===== config.mk =====
export PLATFORM = sky130hd
export DESIGN_NAME = cfb_core
export DESIGN_NICKNAME = d
export VERILOG_FILES = /design/src/verilog/cfb_pkg.sv /design/src/verilog/cfb_alu_if.sv /design/src/verilog/cfb_core.sv /design/src/verilog/cfb_alu_unit.sv /design/src/verilog/cfb_addr_map.sv
export SDC_FILE = /design/constraint.sdc
export NUM_CORES = 1
export LEC_CHECK = 0
export BUFFER_PORTS_ARGS = -buffer_cell sky130_fd_sc_hd__buf_2
export CORE_MARGIN = 2
export CORE_UTILIZATION = 45
export CTS_BUF_LIST = sky130_fd_sc_hd__clkbuf_8
export DETAILED_ROUTE_END_ITERATION = 12
export GPL_ROUTABILITY_DRIVEN = 0
export PLACE_DENSITY = 0.83
export RECOVER_POWER = 50
export SLEW_MARGIN = 20
export SYNTH_ARGS = -nofsm -noshare
export SYNTH_HDL_FRONTEND = slang
export SYNTH_SLANG_ARGS = --single-unit

===== constraint.sdc =====
create_clock -name sys_clk_i -period 3.15 [get_ports sys_clk_i]
set_input_delay 0.1575 -clock sys_clk_i [delete_from_list [all_inputs] [get_ports sys_clk_i]]
set_output_delay 0.1575 -clock sys_clk_i [all_outputs]
set_load 0.02 [all_outputs]

===== src/verilog/cfb_pkg.sv =====
// Constants and types shared by the flags and bank pointer block
package cfb_pkg;
    // Register byte offsets on the register bus
    localparam logic [4:0] CFB_CCR_OFS = 5'h00;
    localparam logic [4:0] CFB_PTR_OFS = 5'h04;
    localparam logic [4:0] CFB_ALU_OFS = 5'h08;
    localparam logic [4:0] CFB_STAT_OFS = 5'h0C;
    // Condition code bit positions
    localparam int CFB_C_POS = 0;
    localparam int CFB_V_POS = 1;
    localparam int CFB_Z_POS = 2;
    localparam int CFB_N_POS = 3;
    localparam int CFB_IL_LO_POS = 4;
    localparam int CFB_IL_HI_POS = 5;
    localparam int CFB_IE_POS = 6;
    localparam int CFB_H_POS = 7;
    // Condition code reset: interrupts off, level field 3 admits levels 0 to 2
    localparam logic [7:0] CFB_CCR_RST = 8'h30;
    // Pointer register fields
    localparam int CFB_RP_POS = 0;
    localparam int CFB_DP_POS = 8;
    localparam logic [2:0] CFB_DP_RST = 3'h0;
    // Software operation register fields
    localparam int CFB_OPA_POS = 0;
    localparam int CFB_OPB_POS = 8;
    localparam int CFB_OP_POS = 16;
    // Status register fields
    localparam int CFB_RES_POS = 0;
    localparam int CFB_TAKE_POS = 8;
    // Direct window remapping
    localparam logic [10:0] CFB_DIR_STEP = 11'h080;
    // Operations executed by the flag unit
    typedef enum logic [3:0] {
        CFB_OP_ADD,
        CFB_OP_ADDC,
        CFB_OP_SUB,
        CFB_OP_SUBC,
        CFB_OP_AND,
        CFB_OP_OR,
        CFB_OP_XOR,
        CFB_OP_SHL,
        CFB_OP_SHR
    } cfb_op_e;
endpackage : cfb_pkg


===== src/verilog/cfb_alu_if.sv =====
// Operand and flag bundle between the core and the flag unit
`timescale 1ns/1ps
`default_nettype none
interface cfb_alu_if;
    import cfb_pkg::*;
    cfb_op_e op;
    logic [7:0] a;
    logic [7:0] b;
    logic c_in;
    logic h_in;
    logic v_in;
    logic [7:0] res;
    logic h;
    logic n;
    logic z;
    logic v;
    logic c;
    modport core (output op, a, b, c_in, h_in, v_in,
                  input res, h, n, z, v, c);
    modport unit (input op, a, b, c_in, h_in, v_in,
                  output res, h, n, z, v, c);
endinterface : cfb_alu_if
`default_nettype wire


===== src/verilog/cfb_core.sv =====
// Condition code, interrupt gate and bank pointer state of the core
//
// Functional notes
// - Half carry is set on carry or borrow from bit 3 into bit 4.
// - Interrupt enable gates servicing; reset clears it.
// - Two-bit level field holds the currently permitted level 0 to 3.
// - Request taken only if its level beats the field; field value 0 blocks.
// - Negative flag copies the result's top bit.
// - Zero flag is set exactly when the result is zero.
// - Overflow flag shows two's-complement overflow.
// - Carry flag shows carry or borrow out of bit 7.
// - Shifts load carry with the bit shifted out.
// - Direct bank pointer moves window 0080-00FF up in 80 hex steps.
// - Direct addresses 0000-007F are never remapped.
// - Register bank pointer selects the active register bank.
`timescale 1ns/1ps
`default_nettype none
module cfb_core
    import cfb_pkg::*;
#(
    parameter int RP_W = 5
)
(
    input wire logic sys_clk_i,
    input wire logic resetn_i,
    // Avalon-MM slave
    input wire logic [4:0] avs_address_i,
    input wire logic avs_read_i,
    input wire logic avs_write_i,
    input wire logic [31:0] avs_writedata_i,
    input wire logic [3:0] avs_byteenable_i,
    output logic [31:0] avs_readdata_o,
    output logic avs_waitrequest_o,
    // Instruction side operation request
    input wire logic alu_en_i,
    input wire cfb_op_e alu_op_i,
    input wire logic [7:0] alu_a_i,
    input wire logic [7:0] alu_b_i,
    output logic [7:0] alu_res_o,
    // Instruction side loads of whole registers
    input wire logic ccr_load_i,
    input wire logic [7:0] ccr_data_i,
    output logic [7:0] ccr_o,
    input wire logic rp_load_i,
    input wire logic [RP_W-1:0] rp_data_i,
    input wire logic dp_load_i,
    input wire logic [2:0] dp_data_i,
    // Interrupt gate
    input wire logic irq_req_i,
    input wire logic [1:0] irq_req_lvl_i,
    output logic irq_take_o,
    // Address forming
    input wire logic [7:0] dir_addr_i,
    output logic [10:0] dir_phys_o,
    input wire logic [2:0] reg_num_i,
    output logic [RP_W+2:0] gpr_phys_o
);
    // Arithmetic flags
    logic h_ff;
    logic n_ff;
    logic z_ff;
    logic v_ff;
    logic c_ff;
    // Interrupt control
    logic ie_ff;
    logic [1:0] il_ff;
    // Pointers
    logic [RP_W-1:0] rp_ff;
    logic [2:0] dp_ff;
    // Results and bus state
    logic [7:0] res_ff;
    logic ack_ff;
    logic [31:0] rdata_ff;
    logic [10:0] dir_phys_ff;
    logic [RP_W+2:0] gpr_phys_ff;
    // Combinational helpers
    logic bus_req;
    logic bus_stall;
    logic bus_acc;
    logic wr_ccr;
    logic wr_ptr;
    logic bus_alu_go;
    logic alu_go;
    logic [31:0] rd_mux;
    logic [10:0] map_dir;
    logic [RP_W+2:0] map_gpr;
    cfb_op_e bus_op;

    cfb_alu_if alu_bus ();

    // Bus request decode and acceptance
    assign bus_req = avs_read_i | avs_write_i;
    assign bus_stall = avs_write_i & (avs_address_i == CFB_ALU_OFS)
                       & alu_en_i;
    assign bus_acc = bus_req & ack_ff & ~bus_stall;
    assign avs_waitrequest_o = bus_req & ~(ack_ff & ~bus_stall);
    assign wr_ccr = bus_acc & avs_write_i
                    & (avs_address_i == CFB_CCR_OFS);
    assign wr_ptr = bus_acc & avs_write_i
                    & (avs_address_i == CFB_PTR_OFS);
    assign bus_alu_go = bus_acc & avs_write_i
                        & (avs_address_i == CFB_ALU_OFS)
                        & (&avs_byteenable_i[2:0]);
    assign bus_op = cfb_op_e'(avs_writedata_i[CFB_OP_POS +: 4]);

    // One wait cycle per transfer, longer for an operation write while the core owns the unit
    always_ff @(posedge sys_clk_i or negedge resetn_i) begin
        if (!resetn_i) begin
            ack_ff <= 1'b0;
        end else begin
            ack_ff <= bus_req & ~(ack_ff & ~bus_stall);
        end
    end

    // Operand source: the core has priority over software
    assign alu_go = alu_en_i | bus_alu_go;
    always_comb begin
        if (alu_en_i) begin
            alu_bus.op = alu_op_i;
            alu_bus.a = alu_a_i;
            alu_bus.b = alu_b_i;
        end else begin
            alu_bus.op = bus_op;
            alu_bus.a = avs_writedata_i[CFB_OPA_POS +: 8];
            alu_bus.b = avs_writedata_i[CFB_OPB_POS +: 8];
        end
    end
    assign alu_bus.c_in = c_ff;
    assign alu_bus.h_in = h_ff;
    assign alu_bus.v_in = v_ff;

    cfb_alu_unit u_alu (
        .alu (alu_bus)
    );

    // Arithmetic flags: bus write, then core load, then operation
    always_ff @(posedge sys_clk_i or negedge resetn_i) begin
        if (!resetn_i) begin
            h_ff <= CFB_CCR_RST[CFB_H_POS];
            n_ff <= CFB_CCR_RST[CFB_N_POS];
            z_ff <= CFB_CCR_RST[CFB_Z_POS];
            v_ff <= CFB_CCR_RST[CFB_V_POS];
            c_ff <= CFB_CCR_RST[CFB_C_POS];
        end else if (wr_ccr && avs_byteenable_i[0]) begin
            h_ff <= avs_writedata_i[CFB_H_POS];
            n_ff <= avs_writedata_i[CFB_N_POS];
            z_ff <= avs_writedata_i[CFB_Z_POS];
            v_ff <= avs_writedata_i[CFB_V_POS];
            c_ff <= avs_writedata_i[CFB_C_POS];
        end else if (ccr_load_i) begin
            h_ff <= ccr_data_i[CFB_H_POS];
            n_ff <= ccr_data_i[CFB_N_POS];
            z_ff <= ccr_data_i[CFB_Z_POS];
            v_ff <= ccr_data_i[CFB_V_POS];
            c_ff <= ccr_data_i[CFB_C_POS];
        end else if (alu_go) begin
            h_ff <= alu_bus.h;
            n_ff <= alu_bus.n;
            z_ff <= alu_bus.z;
            v_ff <= alu_bus.v;
            c_ff <= alu_bus.c;
        end
    end

    // Interrupt enable and level field
    always_ff @(posedge sys_clk_i or negedge resetn_i) begin
        if (!resetn_i) begin
            ie_ff <= CFB_CCR_RST[CFB_IE_POS];
            il_ff <= CFB_CCR_RST[CFB_IL_HI_POS:CFB_IL_LO_POS];
        end else if (wr_ccr && avs_byteenable_i[0]) begin
            ie_ff <= avs_writedata_i[CFB_IE_POS];
            il_ff <= avs_writedata_i[CFB_IL_HI_POS:CFB_IL_LO_POS];
        end else if (ccr_load_i) begin
            ie_ff <= ccr_data_i[CFB_IE_POS];
            il_ff <= ccr_data_i[CFB_IL_HI_POS:CFB_IL_LO_POS];
        end
    end

    // Lower level number is higher priority; level 3 never passes
    assign irq_take_o = irq_req_i & ie_ff
                        & (irq_req_lvl_i < il_ff);

    // Bank pointers, byte lane 0 and lane 1
    always_ff @(posedge sys_clk_i or negedge resetn_i) begin
        if (!resetn_i) begin
            rp_ff <= '0;
            dp_ff <= CFB_DP_RST;
        end else begin
            if (wr_ptr && avs_byteenable_i[0]) begin
                rp_ff <= avs_writedata_i[CFB_RP_POS +: RP_W];
            end else if (rp_load_i) begin
                rp_ff <= rp_data_i;
            end
            if (wr_ptr && avs_byteenable_i[1]) begin
                dp_ff <= avs_writedata_i[CFB_DP_POS +: 3];
            end else if (dp_load_i) begin
                dp_ff <= dp_data_i;
            end
        end
    end

    // Last operation result
    always_ff @(posedge sys_clk_i or negedge resetn_i) begin
        if (!resetn_i) begin
            res_ff <= 8'h00;
        end else if (alu_go) begin
            res_ff <= alu_bus.res;
        end
    end

    cfb_addr_map #(
        .RP_W (RP_W)
    ) u_map (
        .dp_i (dp_ff),
        .dir_addr_i (dir_addr_i),
        .rp_i (rp_ff),
        .reg_num_i (reg_num_i),
        .dir_phys_o (map_dir),
        .gpr_phys_o (map_gpr)
    );

    // Registered physical addresses, one cycle after the request
    always_ff @(posedge sys_clk_i or negedge resetn_i) begin
        if (!resetn_i) begin
            dir_phys_ff <= 11'h000;
            gpr_phys_ff <= '0;
        end else begin
            dir_phys_ff <= map_dir;
            gpr_phys_ff <= map_gpr;
        end
    end

    // Read data selection; unmapped offsets read zero
    always_comb begin
        rd_mux = 32'h0000_0000;
        case (avs_address_i)
            CFB_CCR_OFS: begin
                rd_mux[7:0] = ccr_o;
            end
            CFB_PTR_OFS: begin
                rd_mux[CFB_RP_POS +: RP_W] = rp_ff;
                rd_mux[CFB_DP_POS +: 3] = dp_ff;
            end
            CFB_STAT_OFS: begin
                rd_mux[CFB_RES_POS +: 8] = res_ff;
                rd_mux[CFB_TAKE_POS] = irq_take_o;
            end
            default: begin
                rd_mux = 32'h0000_0000;
            end
        endcase
    end

    // Read data captured each cycle the read is held
    always_ff @(posedge sys_clk_i or negedge resetn_i) begin
        if (!resetn_i) begin
            rdata_ff <= 32'h0000_0000;
        end else if (avs_read_i) begin
            rdata_ff <= rd_mux;
        end
    end

    // Condition code image
    always_comb begin
        ccr_o = 8'h00;
        ccr_o[CFB_H_POS] = h_ff;
        ccr_o[CFB_IE_POS] = ie_ff;
        ccr_o[CFB_IL_HI_POS:CFB_IL_LO_POS] = il_ff;
        ccr_o[CFB_N_POS] = n_ff;
        ccr_o[CFB_Z_POS] = z_ff;
        ccr_o[CFB_V_POS] = v_ff;
        ccr_o[CFB_C_POS] = c_ff;
    end

    assign avs_readdata_o = rdata_ff;
    assign alu_res_o = res_ff;
    assign dir_phys_o = dir_phys_ff;
    assign gpr_phys_o = gpr_phys_ff;
endmodule : cfb_core
`default_nettype wire


===== src/verilog/cfb_alu_unit.sv =====
// Combinational result and flag generation
`timescale 1ns/1ps
`default_nettype none
module cfb_alu_unit
    import cfb_pkg::*;
(
    cfb_alu_if.unit alu
);
    logic [8:0] wide;
    logic [4:0] nib;
    logic cin;

    // Result and flags per operation; unaffected flags pass through
    always_comb begin
        cin = 1'b0;
        wide = 9'h000;
        nib = 5'h00;
        alu.res = alu.a;
        alu.h = alu.h_in;
        alu.v = alu.v_in;
        alu.c = alu.c_in;
        case (alu.op)
            CFB_OP_ADD, CFB_OP_ADDC: begin
                cin = (alu.op == CFB_OP_ADDC) & alu.c_in;
                wide = {1'b0, alu.a} + {1'b0, alu.b} + {8'h00, cin};
                nib = {1'b0, alu.a[3:0]} + {1'b0, alu.b[3:0]} + {4'h0, cin};
                alu.res = wide[7:0];
                alu.h = nib[4];
                alu.c = wide[8];
                alu.v = (alu.a[7] == alu.b[7]) & (wide[7] != alu.a[7]);
            end
            CFB_OP_SUB, CFB_OP_SUBC: begin
                cin = (alu.op == CFB_OP_SUBC) & alu.c_in;
                wide = {1'b0, alu.a} - {1'b0, alu.b} - {8'h00, cin};
                nib = {1'b0, alu.a[3:0]} - {1'b0, alu.b[3:0]} - {4'h0, cin};
                alu.res = wide[7:0];
                alu.h = nib[4];
                alu.c = wide[8];
                alu.v = (alu.a[7] != alu.b[7]) & (wide[7] != alu.a[7]);
            end
            CFB_OP_AND: begin
                alu.res = alu.a & alu.b;
                alu.v = 1'b0;
            end
            CFB_OP_OR: begin
                alu.res = alu.a | alu.b;
                alu.v = 1'b0;
            end
            CFB_OP_XOR: begin
                alu.res = alu.a ^ alu.b;
                alu.v = 1'b0;
            end
            CFB_OP_SHL: begin
                alu.res = {alu.a[6:0], 1'b0};
                alu.c = alu.a[7];
                alu.v = 1'b0;
            end
            CFB_OP_SHR: begin
                alu.res = {1'b0, alu.a[7:1]};
                alu.c = alu.a[0];
                alu.v = 1'b0;
            end
            default: begin
                alu.res = alu.a;
            end
        endcase
        alu.n = alu.res[7];
        alu.z = (alu.res == 8'h00);
    end
endmodule : cfb_alu_unit
`default_nettype wire


===== src/verilog/cfb_addr_map.sv =====
// Physical address forming for direct and register operands
`timescale 1ns/1ps
`default_nettype none
module cfb_addr_map
    import cfb_pkg::*;
#(
    parameter int RP_W = 5
)
(
    input wire logic [2:0] dp_i,
    input wire logic [7:0] dir_addr_i,
    input wire logic [RP_W-1:0] rp_i,
    input wire logic [2:0] reg_num_i,
    output logic [10:0] dir_phys_o,
    output logic [RP_W+2:0] gpr_phys_o
);
    logic [10:0] bank_base;

    // Upper direct window moves by one step per pointer value
    always_comb begin
        bank_base = {1'b0, dp_i, 7'h00} + CFB_DIR_STEP;
        if (dir_addr_i[7]) begin
            dir_phys_o = bank_base | {4'h0, dir_addr_i[6:0]};
        end else begin
            dir_phys_o = {3'h0, dir_addr_i};
        end
    end

    // Bank pointer above, opcode register number below
    assign gpr_phys_o = {rp_i, reg_num_i};
endmodule : cfb_addr_map
`default_nettype wire


==> results, run 1 <==
- The flow ran to the end, but the final reports show violations.
- The checks that failed: capacitance limit, slew limit.
- In this run the core area contains 35 standard-cell rows.
- In this run the worst hold path is classified as in2reg.
- The TritonCTS clock tree is done.
- After the last flow step, the layout net total stands at around 800.
- Once placement completed, the tool counted placed cells totaling around 800.
- The first-pass GRT wire length is 22600 um.
- Yosys mapped a number of flops with a built-in enable equal to 0.
- Subtracting the final worst setup slack from the clock period gives just under 3 ns.
- The setup TNS is 0 ns.
- The number of antenna violations at the first check in global routing was 0.
- The share of synthesized area occupied by flip-flops and latches is 0.317.
- The routed design has between 10000 and 15000 um of wire.
- Before CTS, the worst setup slack after placement is -0.191 ns.
- The worst path required time is about 3.4 ns.
- In the final layout, the share of cells above drive strength 1 is 0.275.
- The largest voltage drop on the vdd net is about 0.23 mV.
- At the worst endpoint, the arrival time is between 3 and 4 ns.
- Headroom to the max-slew limit came out at -0.507.
- The fraction of registers with async set/reset is 1.00.
- The later pin in the worst-skew pair is clocked with a latency of 0.31 ns.
- The leakage power of the design is about 2.6 nW.
- Relative to the synthesized area, the layout overhead comes to 29.1%.
- After technology mapping, the gate count stands at 490.
- The top cell types in the final layout, fill and taps aside, are buf_2 (84), dfrtp_1 (53), buf_4 (51).
- The count of buffers added on input and output ports is approximately 130.
- The timing startpoint of the critical path is alu_bus.c_in.
- Summed over all nets, the half-perimeter wirelength after detailed placement is ~12000 um.
- Along the worst hold path, the cell count comes to 3.
- From bottom edge to top edge, the die measures 102 um.
- The count of nets left with antenna violations once routing finished came out at 0.
- Summing internal, switching and leakage power gives approximately 2.2 mW.
- Dividing the detail-routed via count by the number of cells gives 5.98.
- The clock-pin slew on the worst setup and hold paths is approximately 0.1 ns.
- The worst reg2reg path startpoint is alu_bus.c_in.
- The antenna diode instance count is 0.
- The number of top-level pins is 168.
- No sink is reached through more buffers than the 2 on the longest clock path.
- The worst setup path is launched from a flip-flop.
- After synthesis the netlist holds a flip-flop and latch count of 55.
- The total die area is 0.0105 mm^2.
- For this configuration, the core starts out at a cell density of 0.466.
- Setup repair after global routing left no endpoint under its margin.
- The number of max-capacitance violations reported is 1.
- The most common cell after layout, fill and taps aside is buf_2.
- After filler insertion, the fill cell instance count of the layout stands at ~800.
- The worst reg2reg path depth is 11.
- The number of global-route vias before repair was between 4000 and 5000.
- The worst clock skew is between 0.004 and 0.005 ns.
- The hold violation count in the final report came to 0.
- The clock drives 55 sinks.
- The utilization after layout is 0.602.
- STA classifies the critical path endpoint as a flip-flop.
- The number of pins with negative max-slew slack in the final report is 44.
- The buffer cell driving the clock tree root is clkbuf_8.
- In this run the power density over the cells is 392 mW/mm^2.
- The first routing iteration left 608 violations.
- The overall track demand over capacity in global routing is 0.276.
- The flip-flop cell with the highest count after synthesis is dfrtp_1.
- For this run, design rule violations remaining after detail routing come to 0.
- The worst setup path is of the reg2reg kind.
- The largest net degree at the start of global routing is 44.
- The floorplan step defined a core boundary enclosing between 0.009 and 0.01 mm^2.
- The synthesized area per cell is just under 9 um^2.
- Setup violations remaining at the end of the flow were counted as 0.
- The count of TritonRoute iterations in the first routing pass is 7.
- Of the available clock period, the critical path in the final layout requires 0.947.
- Of all nets on the critical path, the largest fanout is 2.
- The H-tree depth is 2.
- The synthesized netlist contains 74 unique library cells.
- The x dimension of the die is 102 um.
- In this run, CTS created clock tree buffers numbering 5.
- The worst hold path begins at avs_writedata_i[6].
- In the final routed layout, each cell accounts on average for between 15 and 20 um.
- The mapped netlist covers ~0.0043 mm^2.
- Once routing completed, OpenROAD measured the worst setup slack at 0.166 ns.
- The final non-filler cell total is about 800.
- The number of vias after detailed routing is between 4000 and 5000.
- Static timing analysis puts the maximum clock frequency at approximately 340 MHz.
- At the pin with the least slew margin, the transition time is 2.26 ns.
- The total overflow reported by the global router is 0.
- The count of yosys warnings during synthesis is 0.
-- layer usage --
| metal | global-route usage | share of wire | up-vias |
|---|---|---|---|
| met3 | 0.0513 | 0.096 | 97 |
| met1 | 0.318 | 0.36 | 2212 |
| met4 | 0.166 | 0.069 | 0 |
| met5 | 0 | 0 | - |
| li1 | - | - | 2101 |
| met2 | 0.477 | 0.47 | 383 |
-- flip-flops by register name, indices dropped and copies added (netlist names) --
register / count
dir_phys_o: 11
dp_ff: 3
alu_bus.c_in: 1
alu_bus.h_in: 1
il_ff: 2
ie_ff: 1
ack_ff: 1
z_ff: 1
rp_ff: 5
avs_readdata_o: 11
gpr_phys_o: 8
n_ff: 1
alu_res_o: 8
alu_bus.v_in: 1
-- report_power, final --
part           switching, mW  internal [mW]  leakage (nW)
Sequential            0.0593          0.778         0.663
Combinational          0.564          0.399          1.90
Clock                  0.238          0.161        0.0461
Total                  0.861           1.34          2.61
-- logic make-up (layout without fill, tap and decap cells) --
family | Yosys count | in the layout | synth area share
buffers and inverters | 74 | 237 | 0.0924
DFF | 55 | 55 | 0.317
xor gates and xnor gates | 8 | 8 | 0.0161
muxes | 37 | 37 | 0.0887
other | 1 | 21 | 0.000863
adders and majority gates | 34 | 34 | 0.105
and+or+nand+nor | 144 | 144 | 0.170
AOI/OAI and AO/OA | 137 | 137 | 0.210
-- stage by stage --
stage | area [um^2] | hold WS, ns
after floorplan | 4500 | -0.138
after global placement | 5430 | 0.268
after detailed placement | 5430 | 0.267
after CTS | 5640 | 0.0971
after global routing | 5610 | 0.0965
final | 5610 | 0.0852
-- synthesized netlist by cell type, drive strengths merged, types with 9 or more instances --
cell type / count / area [um^2]
nor3: 12 / 60.1
a31oi: 12 / 75.1
nand2: 42 / 158
buf: 35 / 255
a21oi: 24 / 120
mux2i: 28 / 280
inv: 30 / 113
clkbuf: 9 / 33.8
o21ai: 38 / 194
dfrtp: 53 / 1330
ha: 30 / 375
nor2: 34 / 128
mux2: 9 / 105
-- path summary, 6_finish.rpt --
| kind | end | slack (ns) |
|---|---|---|
| max | z_ff | 0.17 |
| min | ie_ff | 0.09 |
| min in group asynchronous | avs_readdata_o[6] | 1.08 |
| max reg2reg | z_ff | 0.17 |
| max in group asynchronous | dir_phys_o[7] | 0.78 |
| min reg2reg | gpr_phys_o[3] | 0.44 |
-- repair_timing --
item	in CTS	in global routing
hold buffers	11	0
setup buffers	0	2
endpoints found under the hold margin	30	0
setup endpoints to repair	0	1
gates resized for setup	0	8
-- worst max-delay path, cell delays in order (launching register included) --
cell,delay (ns)
dfrtp_1,0.42
and2_4,0.16
nand2_1,0.07
fa_2,0.35
ha_1,0.21
o211ai_1,0.26
o2111ai_2,0.17
xor2_1,0.16
a222oi_1,0.34
a31oi_1,0.15
or4_1,0.48
o21ai_1,0.14
-- cell type report --
cell class	instances	area (um^2)	area share
Tap cell	129	161	0.0288
Sequential cell	55	1380	0.246
Multi-Input combinational cell	381	2710	0.484
Inverter	30	113	0.0201
Timing Repair Buffer	199	1150	0.205
Clock buffer	5	68.8	0.0123
Clock inverter	3	23.8	0.00424
Note: power is estimated with default switching activity, not from simulation.
==> run 2, diff against run 1 <==
--- a/config.mk
+++ b/config.mk
@@ -13,6 +13,7 @@
 export GPL_ROUTABILITY_DRIVEN = 0
 export PLACE_DENSITY = 0.83
 export RECOVER_POWER = 50
+export SETUP_SLACK_MARGIN = 0.2
 export SLEW_MARGIN = 20
 export SYNTH_ARGS = -nofsm -noshare
 export SYNTH_HDL_FRONTEND = slang
==> run 2 against run 1 <==
The run still ends with capacitance limit, slew limit left. First-iteration DRC count down 0.66%. Die area is the same. Clock skew up 0.014 ns. Sequential share of layout area down 0.087 points. Non-clock buffer count is 7 lower. Combinational power decreased by 0.8%. Wire length fell by 2.3%. Largest cell class unchanged.
==> results, run 2 (synthesis results as in run 1) <==
- The average wire per standard cell is around 18 um.
- The class of the most critical hold timing path is in2reg.
- The total of buffers placed on input and output ports is around 130.
- The worst path arrival time is between 3 and 4 ns.
- The count of TritonRoute iterations in the first routing pass is 7.
- The cell depth of the worst min-delay path is 3.
- After layout, the design draws a total of 2.20 mW.
- At the worst endpoint, the required time is between 3 and 4 ns.
- The slowest stage of the critical path is the or4_1 cell.
- The final critical path time including I/O delays and setup is between 2 and 3 ns.
- Entering global routing, the biggest net connects 44 pins.
- The average vias per placed instance is ~5.9.
- The core region is roughly 0.0093 mm^2.
- The cell family contributing the most delay on the critical path is simple AND/OR/NAND/NOR gates.
- The area of the multi-input gates is 0.00278 mm^2.
- CTS built an H-tree with a depth of 2.
- The most used cell along the critical path is fa_2.
- The total number of placement rows is 35.
- The final layout contains 798 nets.
- The worst-case IR drop observed on VDD is approximately 0.27 mV.
- The overall track demand over capacity in global routing is 0.275.
- Setup repair after global routing could not meet its margin everywhere.
- After detailed routing, the number of remaining DRC violations is 0.
- For this run the aggregate overflow at the end of global routing stands at 0.
- The stage delay of the slowest cell on the critical path is between 0.5 and 0.6 ns.
- The hold violation count in the final report is 0.
- The buffer levels on the longest clock path is 2.
- The ratio of final minimum period to clock period is 0.938.
- The number of filler instances in the final layout is 778.
- The number of vias after detailed routing is 4653.
- The repair_antennas step left the layout with diodes totalling 0.
- The flow ran to the end, but the final reports show violations.
- Counting the buffers created by CTS gives 5.
- The worst reg2reg path startpoint is alu_bus.c_in.
- Setup violations remaining at the end of the flow were counted as 0.
- The number of cells on the worst reg-to-reg path is 12.
- The number of antenna violations at the first check in global routing was 0.
- The kind of capture point of the worst setup path is a flip-flop.
- The die is about 100 um wide.
- TritonCTS built the clock tree.
- The clock sink total is 55.
- The actual transition at the worst max-transition pin is 2.22 ns.
- The kind of launch point of the worst setup path is a primary input.
- The utilization after layout is 0.604.
- The final reports fail on capacitance limit, slew limit.
- The startpoint identified for the worst hold timing path is avs_writedata_i[10].
- The relative area change from synthesis to final layout is 29.7%.
- The leakage power of the design is 2.59 nW.
- The HPWL after detailed placement is ~11000 um.
- In the layout the commonest cells are buf_2 (85), dfrtp_1 (52), clkbuf_1 (46).
- The maximum clock frequency is around 340 MHz.
- The number of buffers and inverters on the critical path is 2.
- The number of pins with negative max-slew slack in the final report was 44.
- The worst hold path terminates at dp_ff[2].
- For this design the ratio of total power to cell area is about 400 mW/mm^2.
- Max-cap violations in this run came to 1.
- The internal reg-to-reg setup slack is approximately 0.2 ns.
- After clock tree synthesis, the clock-pin slew on the worst setup and hold paths is approximately 0.10 ns.
- In this run the remaining antenna-violating nets after routing total 0.
- The number of global-route vias before repair was 4475.
- The height of the chip is roughly 100 um.
- The first global-routing pass estimated around 22000 um of wire.
- The worst setup path is of the in2reg kind.
- The initial cell density of the core is 0.466.
- The wire length reported by the detailed router is 14600 um.
- The clock arrives with 0.0177 ns of skew.
- The violation count after the first detailed-route iteration is roughly 600.
- The most common cell after layout, fill and taps aside is buf_2.
- The cell sitting at the root of the clock tree is a clkbuf_8.
- Walking the worst path, the cells encountered are buf_2 -> or3b_4 -> a21oi_4 -> nand2_2 -> fa_2 -> inv_1 -> fa_2 -> nand2b_1 -> a21oi_2 -> xnor2_1 -> a221oi_2 -> a32oi_1 -> or4_1 -> o21ai_1.
- The endpoint of the most critical register-to-register path is z_ff.
- The share of post-route cells with drive strength above 1 is 0.288.
- The register area is 0.00138 mm^2.
- The remaining max-slew budget at the tightest pin is -0.481.
- The die covers about 0.010 mm^2.
- The clock insertion delay at the later pin of the skew report is between 0.3 and 0.4 ns.
- The maximum net fanout on the critical path is 2.
- The number of top-level pins is between 150 and 200.
==> run 2: cell types whose count changed in the layout (fill, tap and decap cells not counted), moves of 2 or more <==
| cell | before | now |
|---|---|---|
| buf_12 | 2 | 0 |
| buf_4 | 51 | 45 |
| buf_6 | 1 | 5 |
| clkbuf_1 | 50 | 46 |
| mux2i_1 | 27 | 22 |
| mux2i_2 | 1 | 5 |
==> run 2: metrics by stage <==
stage	TNS [ns]	hold WS, ns	instance area [um^2]	instances	setup slack [ns]
2_1_floorplan	-0.0913	-0.138	4500	510	-0.0868
3_3_place_gp	-0.315	0.269	5340	772	-0.182
3_5_place_dp	-0.346	0.267	5340	772	-0.199
4_1_cts	0	0.0755	5600	792	0.203
5_1_grt	0	0.0931	5640	795	0.0249
6_report	0	0.0760	5640	795	0.197
==> run 2: cell type report <==
cell class                 count  share of cell area
inverter                      30              0.0200
multi-input combinational    381               0.494
clock buffer                   5              0.0122
timing repair buffer         192               0.196
sequential                    55               0.245
clock inverter                 3             0.00488
tap                          129              0.0286
==> run 2: worst max path at each step <==
stage | start | cells after the start | end | slack [ns]
4_1_cts | alu_en_i | 13 | z_ff | 0.20
5_1_grt | avs_writedata_i[18] | 14 | z_ff | 0.02
3_3_place_gp | alu_op_i[2] | 15 | z_ff | -0.18
6_report | alu_op_i[2] | 14 | z_ff | 0.20
3_5_place_dp | alu_op_i[2] | 13 | z_ff | -0.20
2_1_floorplan | alu_en_i | 17 | alu_bus.c_in | -0.09
==> run 2: report_power, final <==
group	internal (mW)	total [mW]	switching, mW
combinational	0.391	0.954	0.563
clock	0.164	0.409	0.246
sequential	0.779	0.837	0.0586
==> run 2: layer usage <==
metal  GRT usage  up-vias  wire, um
li1            -     2090         -
met1       0.319     2135      5300
met2       0.489      360      7160
met3      0.0534       68      1490
met4       0.122        0       685
met5           0        -         0
==> run 2: timing repair <==
action                                  CTS  global route
gates resized for setup                  11            15
endpoints found under the setup margin    2             5
hold buffers                             11             0
endpoints found under the hold margin    32             0
pin swaps                                 4            17
buffers inserted                          1             3
==> run 2: tightest hold or removal path: cells and delay by family <==
kind / cells / cell delay (ns)
buffers and inverters: 1 / 0.09
AOI/OAI and AO/OA: 1 / 0.06
and+or+nand+nor: 1 / 0.04
==> run 3, diff against run 2 <==
--- a/config.mk
+++ b/config.mk
@@ -12,7 +12,8 @@
 export DETAILED_ROUTE_END_ITERATION = 12
 export GPL_ROUTABILITY_DRIVEN = 0
 export PLACE_DENSITY = 0.83
-export RECOVER_POWER = 50
+export RECOVER_POWER = 25
+export REMOVE_ABC_BUFFERS = 1
 export SETUP_SLACK_MARGIN = 0.2
 export SLEW_MARGIN = 20
 export SYNTH_ARGS = -nofsm -noshare
==> run 3 against run 2 <==
The flow still finishes with violations (capacitance limit, slew limit). Sequential share of layout area shrank 0.38 points. Maximum frequency decreased by 1.6%. Register-to-register slack got worse by 0.03 ns. Sequential power hardly changed. Global-route usage fell by 0.89 points. Largest power group unchanged. Highest routed layer unchanged.
==> results, run 3 (synthesis results as in run 1) <==
- The run finished, with violations left.
- The final reports fail on capacitance limit, slew limit.
- The maximum clock frequency is roughly 330 MHz.
- The total die area is 0.0105 mm^2.
- The power density over the cells is 390 mW/mm^2.
- The class of the most critical hold timing path is in2reg.
- Entering global routing, the biggest net connects 48 pins.
- The number of pins with negative max-slew slack in the final report is 48.
- The number of antenna violations at the first check in global routing was 0.
- The clock sink total is between 50 and 60.
- The number of global-route vias before repair is 4395.
- Setup total negative slack on the finished layout was measured at 0 ns.
- In this run the number of H-tree levels came out at 2.
- Summing internal, switching and leakage power gives between 2 and 2.5 mW.
- Dividing the detail-routed via count by the number of cells gives just under 6.
- The worst hold path begins at avs_writedata_i[6].
- Setup repair after global routing could not meet its margin everywhere.
- The hold violation count in the final report is 0.
- The kind of launch point of the worst setup path is a primary input.
- The worst setup path is of the in2reg kind.
- From left edge to right edge, the die measures roughly 100 um.
- The total overflow left after global routing is 0.
- The smallest clock period supported by the final layout is computed as between 3 and 4 ns.
- Dividing the final minimum period by the clock period gives 0.953.
- The actual transition at the worst max-transition pin is 2.47 ns.
- The worst pin sits at a relative slew slack of -0.644.
- Max-cap violations in this run came to 1.
- The minimum setup slack in the final design is about 0.15 ns.
- The buffer cell driving the clock tree root is clkbuf_8.
- The antenna diode instance count is 0.
- For the worst-skew pair, the clock arrives at the later sink with an insertion delay of about 0.32 ns.
- The library cell used most frequently in the layout, excluding fill and tap cells, is buf_2.
- The HPWL after detailed placement is 11200 um.
- The leakage power of the design is about 2.8 nW.
- After clock tree synthesis, the clock-pin slew on the worst setup and hold paths is between 0.1 and 0.15 ns.
- The buffer levels on the longest clock path is 2.
- The final-layout worst hold slack is ~0.06 ns.
- The library cells used most frequently in the layout, excluding fill and tap cells, are buf_2 (131), buf_4 (54), dfrtp_1 (53).
- STA classifies the critical path endpoint as a flip-flop.
- In this run the worst path has a maximum fanout of 4.
- The total number of placement rows is 35.
- The cell depth of the worst min-delay path is 3.
- At the end of the flow, the number of nets in the layout was 807.
- The average wire per standard cell is ~18 um.
- In this run, the number of DRC markers left after iteration 0 of detailed routing was 596.
- The relative area change from synthesis to final layout is 31.6%.
- Buffers placed on the I/O ports in this run total approximately 130.
- Prior to clock tree synthesis, the placed netlist has a worst setup slack of -0.414 ns.
- The number of top-level pins is 168.
- The die is slightly above 100 um tall.
- The wire length reported by the detailed router is between 10000 and 15000 um.
- The CTS buffer count is 5.
- The first global-routing pass estimated ~22000 um of wire.
- The worst reg2reg path startpoint is alu_bus.c_in.
- Of the cells placed in the final design, the portion with a size suffix greater than 1 is 0.357.
- The count of final setup violators is 0.
- The TritonCTS clock tree is done.
- The count of nets left with antenna violations once routing finished came out at 0.
- STA puts the critical path data required time at roughly 3.4 ns.
- For hold timing, the worst endpoint is ie_ff.
- The overall track demand over capacity in global routing is 0.266.
- The final route contains between 4000 and 5000 vias.
- The worst reg2reg path depth is 11.
- Across all register-to-register paths, the minimum setup slack is approximately 0.17 ns.
- The pre-antenna-repair detailed-routing pass consisted of 6 iterations.
- The initial cell density of the core is 0.466.
- The DRC violation count after routing is 0.
- The endpoint of the most critical register-to-register path is z_ff.
- The worst path arrival time is between 3 and 4 ns.
- The worst clock skew is approximately 0.023 ns.
- The largest voltage drop on the vdd net is between 0.3 and 0.4 mV.
- The region available for standard cell placement spans roughly 0.0093 mm^2.
-- run 3: routing by layer --
layer  global-route usage  vias to the layer above  share of wire
met5                    0                        -              0
met4                0.141                        0          0.051
met3               0.0363                       64          0.084
met2                0.476                      303           0.49
met1                0.307                     2222           0.38
li1                     -                     2111              -
-- run 3: through the flow --
| stage | cell area, um^2 | instances | utilization |
|---|---|---|---|
| 2_1_floorplan | 4130 | 466 | - |
| 3_3_place_gp | 5360 | 780 | 0.575 |
| 3_5_place_dp | 5360 | 780 | 0.575 |
| 4_1_cts | 5630 | 801 | 0.604 |
| 5_1_grt | 5720 | 804 | 0.613 |
| 6_report | 5720 | 804 | 0.613 |
-- run 3: power by group --
| part | switching (mW) | leakage, nW | total (mW) | internal (mW) |
|---|---|---|---|---|
| logic | 0.556 | 2.05 | 0.968 | 0.412 |
| registers | 0.0580 | 0.663 | 0.836 | 0.778 |
| clock network | 0.260 | 0.0463 | 0.424 | 0.164 |
| total | 0.874 | 2.76 | 2.23 | 1.35 |
-- run 3: repair_timing --
action,CTS,global route
setup endpoints to repair,3,3
hold endpoints to repair,10,44
resized for setup,14,15
hold buffers,10,1
pin swaps,9,13
setup buffers,3,2
-- run 3: worst max-delay path by stage --
stage | start | endpoint | slack [ns] | cells past startpoint
finish | alu_en_i | z_ff | 0.15 | 16
CTS | alu_en_i | z_ff | 0.20 | 14
global placement | alu_op_i[2] | z_ff | -0.30 | 15
detailed placement | alu_en_i | z_ff | -0.41 | 15
floorplan | alu_op_i[2] | z_ff | -0.19 | 13
global route | alu_en_i | z_ff | 0.009 | 16
-- run 3: final cells by class --
type | instances | area, um^2
sequential | 55 | 1380
clock buffer | 5 | 68.8
multi-input combinational | 381 | 2760
fill | 769 | 3610
tap | 129 | 161
timing repair buffer | 201 | 1210
clock inverter | 3 | 27.5
inverter | 30 | 113
-- run 3: critical path, cell delays in order --
cell and delay (ns):
buf_2 0.13, buf_6 0.13, buf_4 0.13, mux2i_2 0.26, buf_4 0.20, nand3b_1 0.12, fa_2 0.38, inv_1 0.11
fa_2 0.21, and3_1 0.17, or2_2 0.14, nor2_1 0.06, o21ai_0 0.21, a32oi_1 0.14, or4_1 0.57, o21ai_1 0.12
